### src/aux_pin_pkg.sv
// constants for the auxiliary pin control block
// assumes a 40 MHz mclk_i and transceiver state codes from the radio core
package aux_pin_pkg;

    // register map
    localparam logic [7:0] RADIO_MISC_CONTROL_ADDR = 8'h04;
    localparam logic [7:0] ANTENNA_SWITCH_CONTROL_ADDR = 8'h0d;
    localparam logic [7:0] RADIO_MISC_CONTROL_RESET = 8'h20;
    localparam logic [7:0] ANTENNA_SWITCH_CONTROL_RESET = 8'h01;
    localparam logic [7:0] ANTENNA_SWITCH_CONTROL_MASK = 8'h07;

    // field positions
    localparam int FRONT_END_EN_BIT = 7;
    localparam int TIMESTAMP_EN_BIT = 6;
    localparam int ANT_SW_EN_BIT = 2;
    localparam int ANT_SEL_MSB = 1;
    localparam int ANT_SEL_LSB = 0;

    // antenna select encodings
    localparam logic [1:0] ANT_SEL_ANT0 = 2'h1;
    localparam logic [1:0] ANT_SEL_ANT1 = 2'h2;
    localparam logic [1:0] ANT_SEL_RESET = 2'h1;

    // transceiver state codes seen on trx_state_i
    localparam logic [2:0] STATE_SLEEP = 3'h0;
    localparam logic [2:0] TRANSCEIVER_OFF_STATE = 3'h1;
    localparam logic [2:0] STATE_PLL_ON = 3'h2;
    localparam logic [2:0] STATE_RX_ON = 3'h3;
    localparam logic [2:0] STATE_BUSY_RX = 3'h4;
    localparam logic [2:0] STATE_BUSY_TX = 3'h5;

    // timing
    localparam int MCLK_MHZ = 40;
    localparam int SYMBOL_NS = 16000;
    localparam int LEAD_STEP_NS = 2000;
    localparam int TIMER_W = 10;
    localparam logic [TIMER_W-1:0] SYMBOL_CYCLES = TIMER_W'(SYMBOL_NS * MCLK_MHZ / 1000);
    localparam logic [TIMER_W-1:0] LEAD_STEP_CYCLES = TIMER_W'(LEAD_STEP_NS * MCLK_MHZ / 1000);
    localparam logic [TIMER_W-1:0] TIMER_ONE = 10'h001;
    localparam logic [TIMER_W-1:0] TIMER_ZERO = 10'h000;

endpackage

### src/rf_aux_pin_control.sv
// auxiliary output pin control: antenna switch, front-end indicator, rx time stamp
// assumes register port and radio status on mclk_i; sleep_tx_trigger_i is a raw pin
`timescale 1ns/1ps
module rf_aux_pin_control
(
    // clock and reset
    input wire logic mclk_i,
    input wire logic reset_i,
    // register port
    input wire logic [7:0] reg_addr_i,
    input wire logic [7:0] reg_wdata_i,
    input wire logic reg_write_i,
    output logic [7:0] reg_rdata_o,
    // radio core status
    input wire logic [2:0] trx_state_i,
    input wire logic rx_start_i,
    input wire logic rx_end_i,
    input wire logic [1:0] amplifier_lead_time_i,
    // transmit trigger pin
    input wire logic sleep_tx_trigger_i,
    // transmit sequencing
    output logic tx_request_o,
    output logic modulation_start_o,
    // auxiliary pins
    output logic aux_pin_one_o,
    output logic aux_pin_two_o,
    output logic aux_pin_three_o,
    output logic aux_pin_four_o
);

    typedef enum logic [1:0]
    {
        FE_IDLE,
        FE_LEAD,
        FE_ACTIVE
    } fe_phase_t;

    typedef struct packed
    {
        logic [7:0] radio_misc_control;
        logic [7:0] antenna_switch_control;
        logic [1:0] applied_sel;
        logic trig_meta;
        logic trig_sync;
        logic trig_prev;
        logic [2:0] prev_state;
        logic stamp;
        logic tx_req;
        logic [aux_pin_pkg::TIMER_W-1:0] mod_cnt;
        logic mod_start;
        fe_phase_t fe_phase;
        logic pin_one;
        logic pin_two;
        logic pin_three;
        logic pin_four;
        logic [7:0] rdata;
    } ctrl_state_t;

    ctrl_state_t s_reg;
    ctrl_state_t s_next;

    logic timer_start;
    logic timer_expired;
    logic [aux_pin_pkg::TIMER_W-1:0] timer_load;

    // differential antenna pattern {pin one, pin two}
    function automatic logic [1:0] antenna_pattern(input logic [1:0] sel);
        logic [1:0] pat;
        pat = 2'h0;
        if (sel == aux_pin_pkg::ANT_SEL_ANT0)
        begin
            pat = 2'h1;
        end
        else if (sel == aux_pin_pkg::ANT_SEL_ANT1)
        begin
            pat = 2'h2;
        end
        return pat;
    endfunction

    // states in which a new antenna select reaches the pins
    function automatic logic select_window(input logic [2:0] st);
        return (st == aux_pin_pkg::STATE_PLL_ON) || (st == aux_pin_pkg::STATE_RX_ON);
    endfunction

    // indicator delay after tx entry, earlier for a longer lead
    function automatic logic [aux_pin_pkg::TIMER_W-1:0] lead_delay(input logic [1:0] lt);
        logic [aux_pin_pkg::TIMER_W-1:0] steps;
        steps = aux_pin_pkg::TIMER_W'({lt} + 3'h1);
        return aux_pin_pkg::TIMER_W'(aux_pin_pkg::SYMBOL_CYCLES - steps * aux_pin_pkg::LEAD_STEP_CYCLES);
    endfunction

    logic ant_en;
    logic stamp_en;
    logic fe_en;
    logic in_tx;
    logic was_tx;
    logic trig_rise;
    logic [1:0] ant_pat;

    assign ant_en = s_reg.antenna_switch_control[aux_pin_pkg::ANT_SW_EN_BIT];
    assign stamp_en = s_reg.radio_misc_control[aux_pin_pkg::TIMESTAMP_EN_BIT];
    assign fe_en = s_reg.radio_misc_control[aux_pin_pkg::FRONT_END_EN_BIT];
    assign in_tx = (trx_state_i == aux_pin_pkg::STATE_BUSY_TX);
    assign was_tx = (s_reg.prev_state == aux_pin_pkg::STATE_BUSY_TX);
    assign trig_rise = s_reg.trig_sync & ~s_reg.trig_prev;
    assign ant_pat = antenna_pattern(s_reg.applied_sel);
    assign timer_start = in_tx & ~was_tx;
    assign timer_load = lead_delay(amplifier_lead_time_i);

    lead_delay_timer u_lead_timer
    (
        .mclk_i(mclk_i),
        .reset_i(reset_i),
        .start_i(timer_start),
        .load_i(timer_load),
        .expired_o(timer_expired)
    );

    always_comb
    begin
        s_next = s_reg;

        // trigger pin synchroniser and edge history
        s_next.trig_meta = sleep_tx_trigger_i;
        s_next.trig_sync = s_reg.trig_meta;
        s_next.trig_prev = s_reg.trig_sync;
        s_next.prev_state = trx_state_i;

        // register writes
        if (reg_write_i && reg_addr_i == aux_pin_pkg::RADIO_MISC_CONTROL_ADDR)
            s_next.radio_misc_control = reg_wdata_i;
        if (reg_write_i && reg_addr_i == aux_pin_pkg::ANTENNA_SWITCH_CONTROL_ADDR)
            s_next.antenna_switch_control = reg_wdata_i & aux_pin_pkg::ANTENNA_SWITCH_CONTROL_MASK;

        // register reads, unmapped reads as zero
        if (reg_addr_i == aux_pin_pkg::RADIO_MISC_CONTROL_ADDR)
            s_next.rdata = s_reg.radio_misc_control;
        else if (reg_addr_i == aux_pin_pkg::ANTENNA_SWITCH_CONTROL_ADDR)
            s_next.rdata = s_reg.antenna_switch_control;
        else
            s_next.rdata = 8'h00;

        // select reaches the pins only in pll-on or rx-on
        if (select_window(trx_state_i))
            s_next.applied_sel = s_reg.antenna_switch_control[aux_pin_pkg::ANT_SEL_MSB:aux_pin_pkg::ANT_SEL_LSB];

        // time stamp: a start in the same cycle as an end wins
        if (!stamp_en)
            s_next.stamp = 1'b0;
        else if (rx_start_i)
            s_next.stamp = 1'b1;
        else if (rx_end_i)
            s_next.stamp = 1'b0;

        // trigger edge from pll-on requests tx, modulation one symbol later
        s_next.tx_req = trig_rise && (trx_state_i == aux_pin_pkg::STATE_PLL_ON);
        s_next.mod_start = 1'b0;
        if (s_next.tx_req)
        begin
            s_next.mod_cnt = aux_pin_pkg::SYMBOL_CYCLES;
        end
        else if (s_reg.mod_cnt != aux_pin_pkg::TIMER_ZERO)
        begin
            s_next.mod_cnt = s_reg.mod_cnt - aux_pin_pkg::TIMER_ONE;
            s_next.mod_start = (s_reg.mod_cnt == aux_pin_pkg::TIMER_ONE);
        end

        // front-end indicator phase
        unique case (s_reg.fe_phase)
            FE_IDLE:
                if (timer_start)
                    s_next.fe_phase = FE_LEAD;
            FE_LEAD:
                if (!in_tx)
                    s_next.fe_phase = FE_IDLE;
                else if (was_tx && timer_expired)
                    s_next.fe_phase = FE_ACTIVE;
            FE_ACTIVE:
                if (!in_tx)
                    s_next.fe_phase = FE_IDLE;
            default:
                s_next.fe_phase = FE_IDLE;
        endcase

        // pin one: antenna or ground, in every state while enabled
        s_next.pin_one = ant_en ? ant_pat[1] : 1'b0;

        // pin two: stamp has priority, then antenna, else ground
        if (stamp_en)
        begin
            s_next.pin_two = s_next.stamp;
        end
        else if (ant_en)
        begin
            s_next.pin_two = ant_pat[0];
        end
        else
        begin
            s_next.pin_two = 1'b0;
        end

        // pins three/four: tx indicator or ground
        if (!fe_en)
        begin
            s_next.pin_three = 1'b0;
            s_next.pin_four = 1'b0;
        end
        else
        begin
            s_next.pin_three = (s_next.fe_phase == FE_ACTIVE);
            s_next.pin_four = (s_next.fe_phase != FE_ACTIVE);
        end
    end

    always_ff @(posedge mclk_i)
    begin
        if (reset_i)
        begin
            s_reg <= '0;
            s_reg.radio_misc_control <= aux_pin_pkg::RADIO_MISC_CONTROL_RESET;
            s_reg.antenna_switch_control <= aux_pin_pkg::ANTENNA_SWITCH_CONTROL_RESET;
            s_reg.applied_sel <= aux_pin_pkg::ANT_SEL_RESET;
            s_reg.fe_phase <= FE_IDLE;
        end
        else
        begin
            s_reg <= s_next;
        end
    end

    assign reg_rdata_o = s_reg.rdata;
    assign tx_request_o = s_reg.tx_req;
    assign modulation_start_o = s_reg.mod_start;
    assign aux_pin_one_o = s_reg.pin_one;
    assign aux_pin_two_o = s_reg.pin_two;
    assign aux_pin_three_o = s_reg.pin_three;
    assign aux_pin_four_o = s_reg.pin_four;
endmodule

### src/lead_delay_timer.sv
// down counter timing the front-end indicator lead
// assumes load_i is at least one and start_i is a single-cycle pulse
`timescale 1ns/1ps
module lead_delay_timer
(
    // clock and reset
    input wire logic mclk_i,
    input wire logic reset_i,
    // control
    input wire logic start_i,
    input wire logic [aux_pin_pkg::TIMER_W-1:0] load_i,
    // status
    output logic expired_o
);

    typedef struct packed
    {
        logic [aux_pin_pkg::TIMER_W-1:0] count;
    } timer_state_t;

    timer_state_t s_reg;
    timer_state_t s_next;

    always_comb
    begin
        s_next = s_reg;
        if (start_i)
        begin
            s_next.count = load_i;
        end
        else if (s_reg.count != aux_pin_pkg::TIMER_ZERO)
        begin
            s_next.count = s_reg.count - aux_pin_pkg::TIMER_ONE;
        end
    end

    always_ff @(posedge mclk_i)
    begin
        if (reset_i)
        begin
            s_reg <= '0;
        end
        else
        begin
            s_reg <= s_next;
        end
    end

    assign expired_o = (s_reg.count == aux_pin_pkg::TIMER_ZERO);

endmodule

### config.mk
export PLATFORM = sky130hd
export DESIGN_NAME = rf_aux_pin_control
export DESIGN_NICKNAME = d
export VERILOG_FILES = /design/src/aux_pin_pkg.sv /design/src/rf_aux_pin_control.sv /design/src/lead_delay_timer.sv
export SDC_FILE = /design/constraint.sdc
export NUM_CORES = 1
export LEC_CHECK = 0
export BUFFER_PORTS_ARGS = -buffer_cell sky130_fd_sc_hd__buf_4
export CORE_UTILIZATION = 25
export DETAILED_ROUTE_END_ITERATION = 8
export PLACE_DENSITY_LB_ADDON = 0.15
export RECOVER_POWER = 50
export SYNTH_ARGS = -nofsm -noshare
export SYNTH_HDL_FRONTEND = slang
export SYNTH_HIERARCHICAL = 1
export SYNTH_SLANG_ARGS = --single-unit
### constraint.sdc
create_clock -name mclk_i -period 5.6 [get_ports mclk_i]
set_input_delay 1.68 -clock mclk_i [delete_from_list [all_inputs] [get_ports mclk_i]]
set_output_delay 1.68 -clock mclk_i [all_outputs]
set_load 0.03 [all_outputs]
==> results list <==
* DRC marker count from the first detailed-route iteration: 50
- Commonest cells after routing, fill and taps aside: sky130_fd_sc_hd__dfxtp_1 (56), sky130_fd_sc_hd__nor2_1 (34), sky130_fd_sc_hd__buf_4 (25)
- The root buffer cell chosen for the clock tree is sky130_fd_sc_hd__clkbuf_8.
- In this run the count of I/O pins placed on the die edge is 41.
- After the last flow step, the layout net total stands at 334.
* Setup repair after global routing missed its margin: no
- Hold Crit Start: s_next[31]$_SDFF_PP0_
* Number of buffers inserted by port buffering: 40
- Number of flip-flops in the largest register: 28
- The count of cells in the finished layout, fillers not included, comes to 433.
* Post-DR wirelength/cell: 12.2 um
- The detail route stage leaves a number of antenna-violating nets equal to 0.
* Count of different cell masters after synthesis: 57
* Drc violations: 0
- The multi-input combinational cells in the finished layout cover a total of 0.00126 mm^2.
- Minimum setup slack in the final design: 1530 ps
- Once placement completed, the tool counted placed cells totaling 425.
* Path depth of the worst reg2reg path: 7
* Logic pwr share: 37.5%
- The tool flagged a number of max-cap violations equal to 1.
- The tightest min-delay check is of the register to register type.
- For this run, the leading register cell type out of synthesis is sky130_fd_sc_hd__dfxtp_1.
* Remaining Overflow, GRT: 0
- Number of endpoints with negative hold slack in the final report: 0
- Antenna violations before repair: 0
* Final core area utilization: 30.1%
- For this run, the top clock speed supported by timing is 246 MHz.
- Die Wd: 102 um
- Post-cts sizing count: 0
* Final min period: 4070 ps
- Number of enable flip-flop cells after synthesis: 0
* Required time of the critical path: 5790 ps
* Die footprint: 0.0104 mm^2
- Clock share of power: 18.6%
- The checks that failed: capacitance limit, slew limit.
- In this run the register-to-register setup slack is 3460 ps.
- Number of synthesized register bits: 56
- Count of TritonRoute iterations in the first routing pass: 4
* Layout Area Growth over Synthesis: 17.3%
* Wire length of the first global-routing pass: 8910 um
* Series of cell instances along the critical path: clkbuf_1 -> clkinv_1 -> nand2_1 -> nor3_1
- Tightest Pin Transition: 1770 ps
- H-tree depth reported by CTS: 2
* Half-perimeter wire length after placement: 3880 um
- Detailed routing inserted a total of 1880 vias.
* Final weighted congestion in routability-driven placement: 0.740
- The number of global-route vias before repair was 1856.
- After floorplanning, the core was divided into 36 placement rows.
* Worst-path cell with the longest stage delay: sky130_fd_sc_hd__clkbuf_1
* Fraction of final layout cells with drive strength greater than 1: 16.0%
- After detailed routing, the total wire length is 5280 um.
- The filler cells instantiated in the layout total 1075.
- Static Leakage: 1.21 nW
- TNS Setup: 0 ps
- Maximum number of pins on one net before global-route repair: 38
* Leading cell type in the layout, fill and taps excluded: sky130_fd_sc_hd__dfxtp_1
- Part of the Yosys area used for sequential elements: 44.8%
- In this run switching power makes up 36.8% of total power.
- The run finished, with violations left.
- In this run the power density over the cells is 415 mW/mm^2.
- Prior to clock tree synthesis, the placed netlist has a worst setup slack of 2230 ps.
- Part of the power in registers: 43.9%
* R2R Path Start: u_lead_timer/s_reg[0]$_SDFFE_PP0P_
* Net switching component of the power: 0.448 mW
- Startpoint Class: input pin
* Relative slew slack: -17.8%
- Initial core utilization: 25.7%
* TritonCTS buffer count: 5
- R2r endpoint: aux_pin_four_o$_SDFF_PP0_
* Critical path peak fanout: 37
- Worst setup path endpoint: modulation_start_o$_SDFF_PP0_
- Post-Synthesis Mean Instance Area: 9.54 um^2
- The clock net in this run drives a total of 56 sinks.
- Final worst-path cycle share: 72.7%
- In this run the post-CTS setup repair buffer count came out at 0.
- Setup Skew: 10.3 ps
* Combined flip-flop and latch cell area: 0.00112 mm^2
- Counting every instance in the synthesized netlist gives 262.
- Clock network latency to the later pin of the worst-skew pair: 310 ps
- For this design, the CTS-stage hold fixing added 0 buffers.
* Crit. End Element: register
- Setup violations remaining at the end of the flow were counted as 0.
- The critical path in this run is classified as input pin to register.
- Internal power contribution: 0.769 mW
* Worst setup path start: reset_i
- Ratio of routed vias to standard cells: 4.34
- Worst Path Arrival: 4260 ps
- TritonCTS built the clock tree.
- Largest buffer count on any clock path: 2
- The repair_antennas step left the layout with diodes totalling 0.
- For this run, the total global-route usage over all layers was measured as 11.0%.
* Post-synth ARST share: 0%
* Peak per-stage delay on the critical path: 1240 ps
- YS warnings: 6
- Core Region: 0.00973 mm^2
* Summed instance area of the synthesized netlist: 0.00250 mm^2
* DP Area: 0.00290 mm^2
* Finished layout cell area: 0.00293 mm^2
- Final Slew Violations: 38
- From bottom edge to top edge, the die measures 102 um.
* Clock-pin slew reported for the worst setup and hold paths after clock tree synthesis: 90 ps
* Largest voltage drop on the vdd net: 0.188 mV
==> per-stage QoR <==
stage                     hold WS, ps  power [mW]
after floorplan                   414       0.903
after global placement            437        1.01
after detailed placement          428       0.999
after CTS                         458        1.23
after global routing              473        1.32
final                             453        1.22
==> how the worst min path moves through the flow <==
stage                             to  slack [ps]  cells past startpoint
2_1_floorplan  s_next[30]$_SDFF_PP0_         410                      1
3_3_place_gp   s_next[30]$_SDFF_PP0_         440                      1
3_5_place_dp   s_next[30]$_SDFF_PP0_         430                      1
4_1_cts        s_next[30]$_SDFF_PP0_         460                      1
5_1_grt        s_next[30]$_SDFF_PP0_         470                      1
6_report       s_next[30]$_SDFF_PP0_         450                      1
==> synth_stat cells (3+ instances only) <==
library cell,n,area [um^2]
sky130_fd_sc_hd__nand3_1,5,25.0
sky130_fd_sc_hd__xor2_1,4,35.0
sky130_fd_sc_hd__a22oi_1,3,22.5
sky130_fd_sc_hd__nand2_1,20,75.1
sky130_fd_sc_hd__inv_1,12,45.0
sky130_fd_sc_hd__a21oi_1,7,35.0
sky130_fd_sc_hd__ha_1,8,100
sky130_fd_sc_hd__nor2b_1,10,62.6
sky130_fd_sc_hd__and3_1,4,25.0
sky130_fd_sc_hd__buf_4,8,60.1
sky130_fd_sc_hd__nor4_1,4,25.0
sky130_fd_sc_hd__nor2_1,34,128
sky130_fd_sc_hd__dfxtp_1,56,1120
sky130_fd_sc_hd__mux2i_1,14,140
sky130_fd_sc_hd__nor3_1,7,35.0
sky130_fd_sc_hd__or4_4,3,33.8
sky130_fd_sc_hd__xnor2_1,6,52.6
sky130_fd_sc_hd__clkbuf_1,5,18.8
==> final cells by class <==
cell class,instances,share of cell area [%]
Timing Repair Buffer,40,8.32
Clock inverter,3,0.725
Clock buffer,5,2.35
Tap cell,133,5.67
Sequential cell,56,38.2
Multi-Input combinational cell,183,43.0
Inverter,13,1.66
==> power by group through the flow <==
stage	clock network [mW]	registers, mW	logic, mW
global placement	0	0.543	0.462
CTS	0.239	0.532	0.462
detailed placement	0	0.541	0.458
finish	0.227	0.534	0.456
floorplan	0	0.527	0.376
global route	0.254	0.544	0.521
==> worst max-delay path, delay by kind of cell <==
family | cells | cell delay (ps)
and+or+nand+nor | 2 | 580
buffers and inverters | 2 | 1970
==> metal layers <==
layer / vias up / global-route usage [%] / wire [um]
met3: 4 / 2.53 / 134
met4: 0 / 3.63 / 52
met1: 877 / 14.2 / 2550
met5: - / 0 / 0
met2: 17 / 18.2 / 2540
li1: 982 / - / -
==> cell families (layout without fill, tap and decap cells) <==
group / after synthesis / in the layout / synth area share, %
AO/OA/AOI/OAI: 35 / 35 / 11.1
XOR/XNOR: 10 / 10 / 3.50
adder cells (fa/ha/maj): 8 / 8 / 4.00
buffers and inverters: 26 / 61 / 5.11
flip-flops: 56 / 56 / 44.8
multiplexers: 14 / 14 / 5.61
other: 1 / 4 / 0.150
AND/OR/NAND/NOR: 112 / 112 / 25.7
Power figures use the tool's default switching activity.
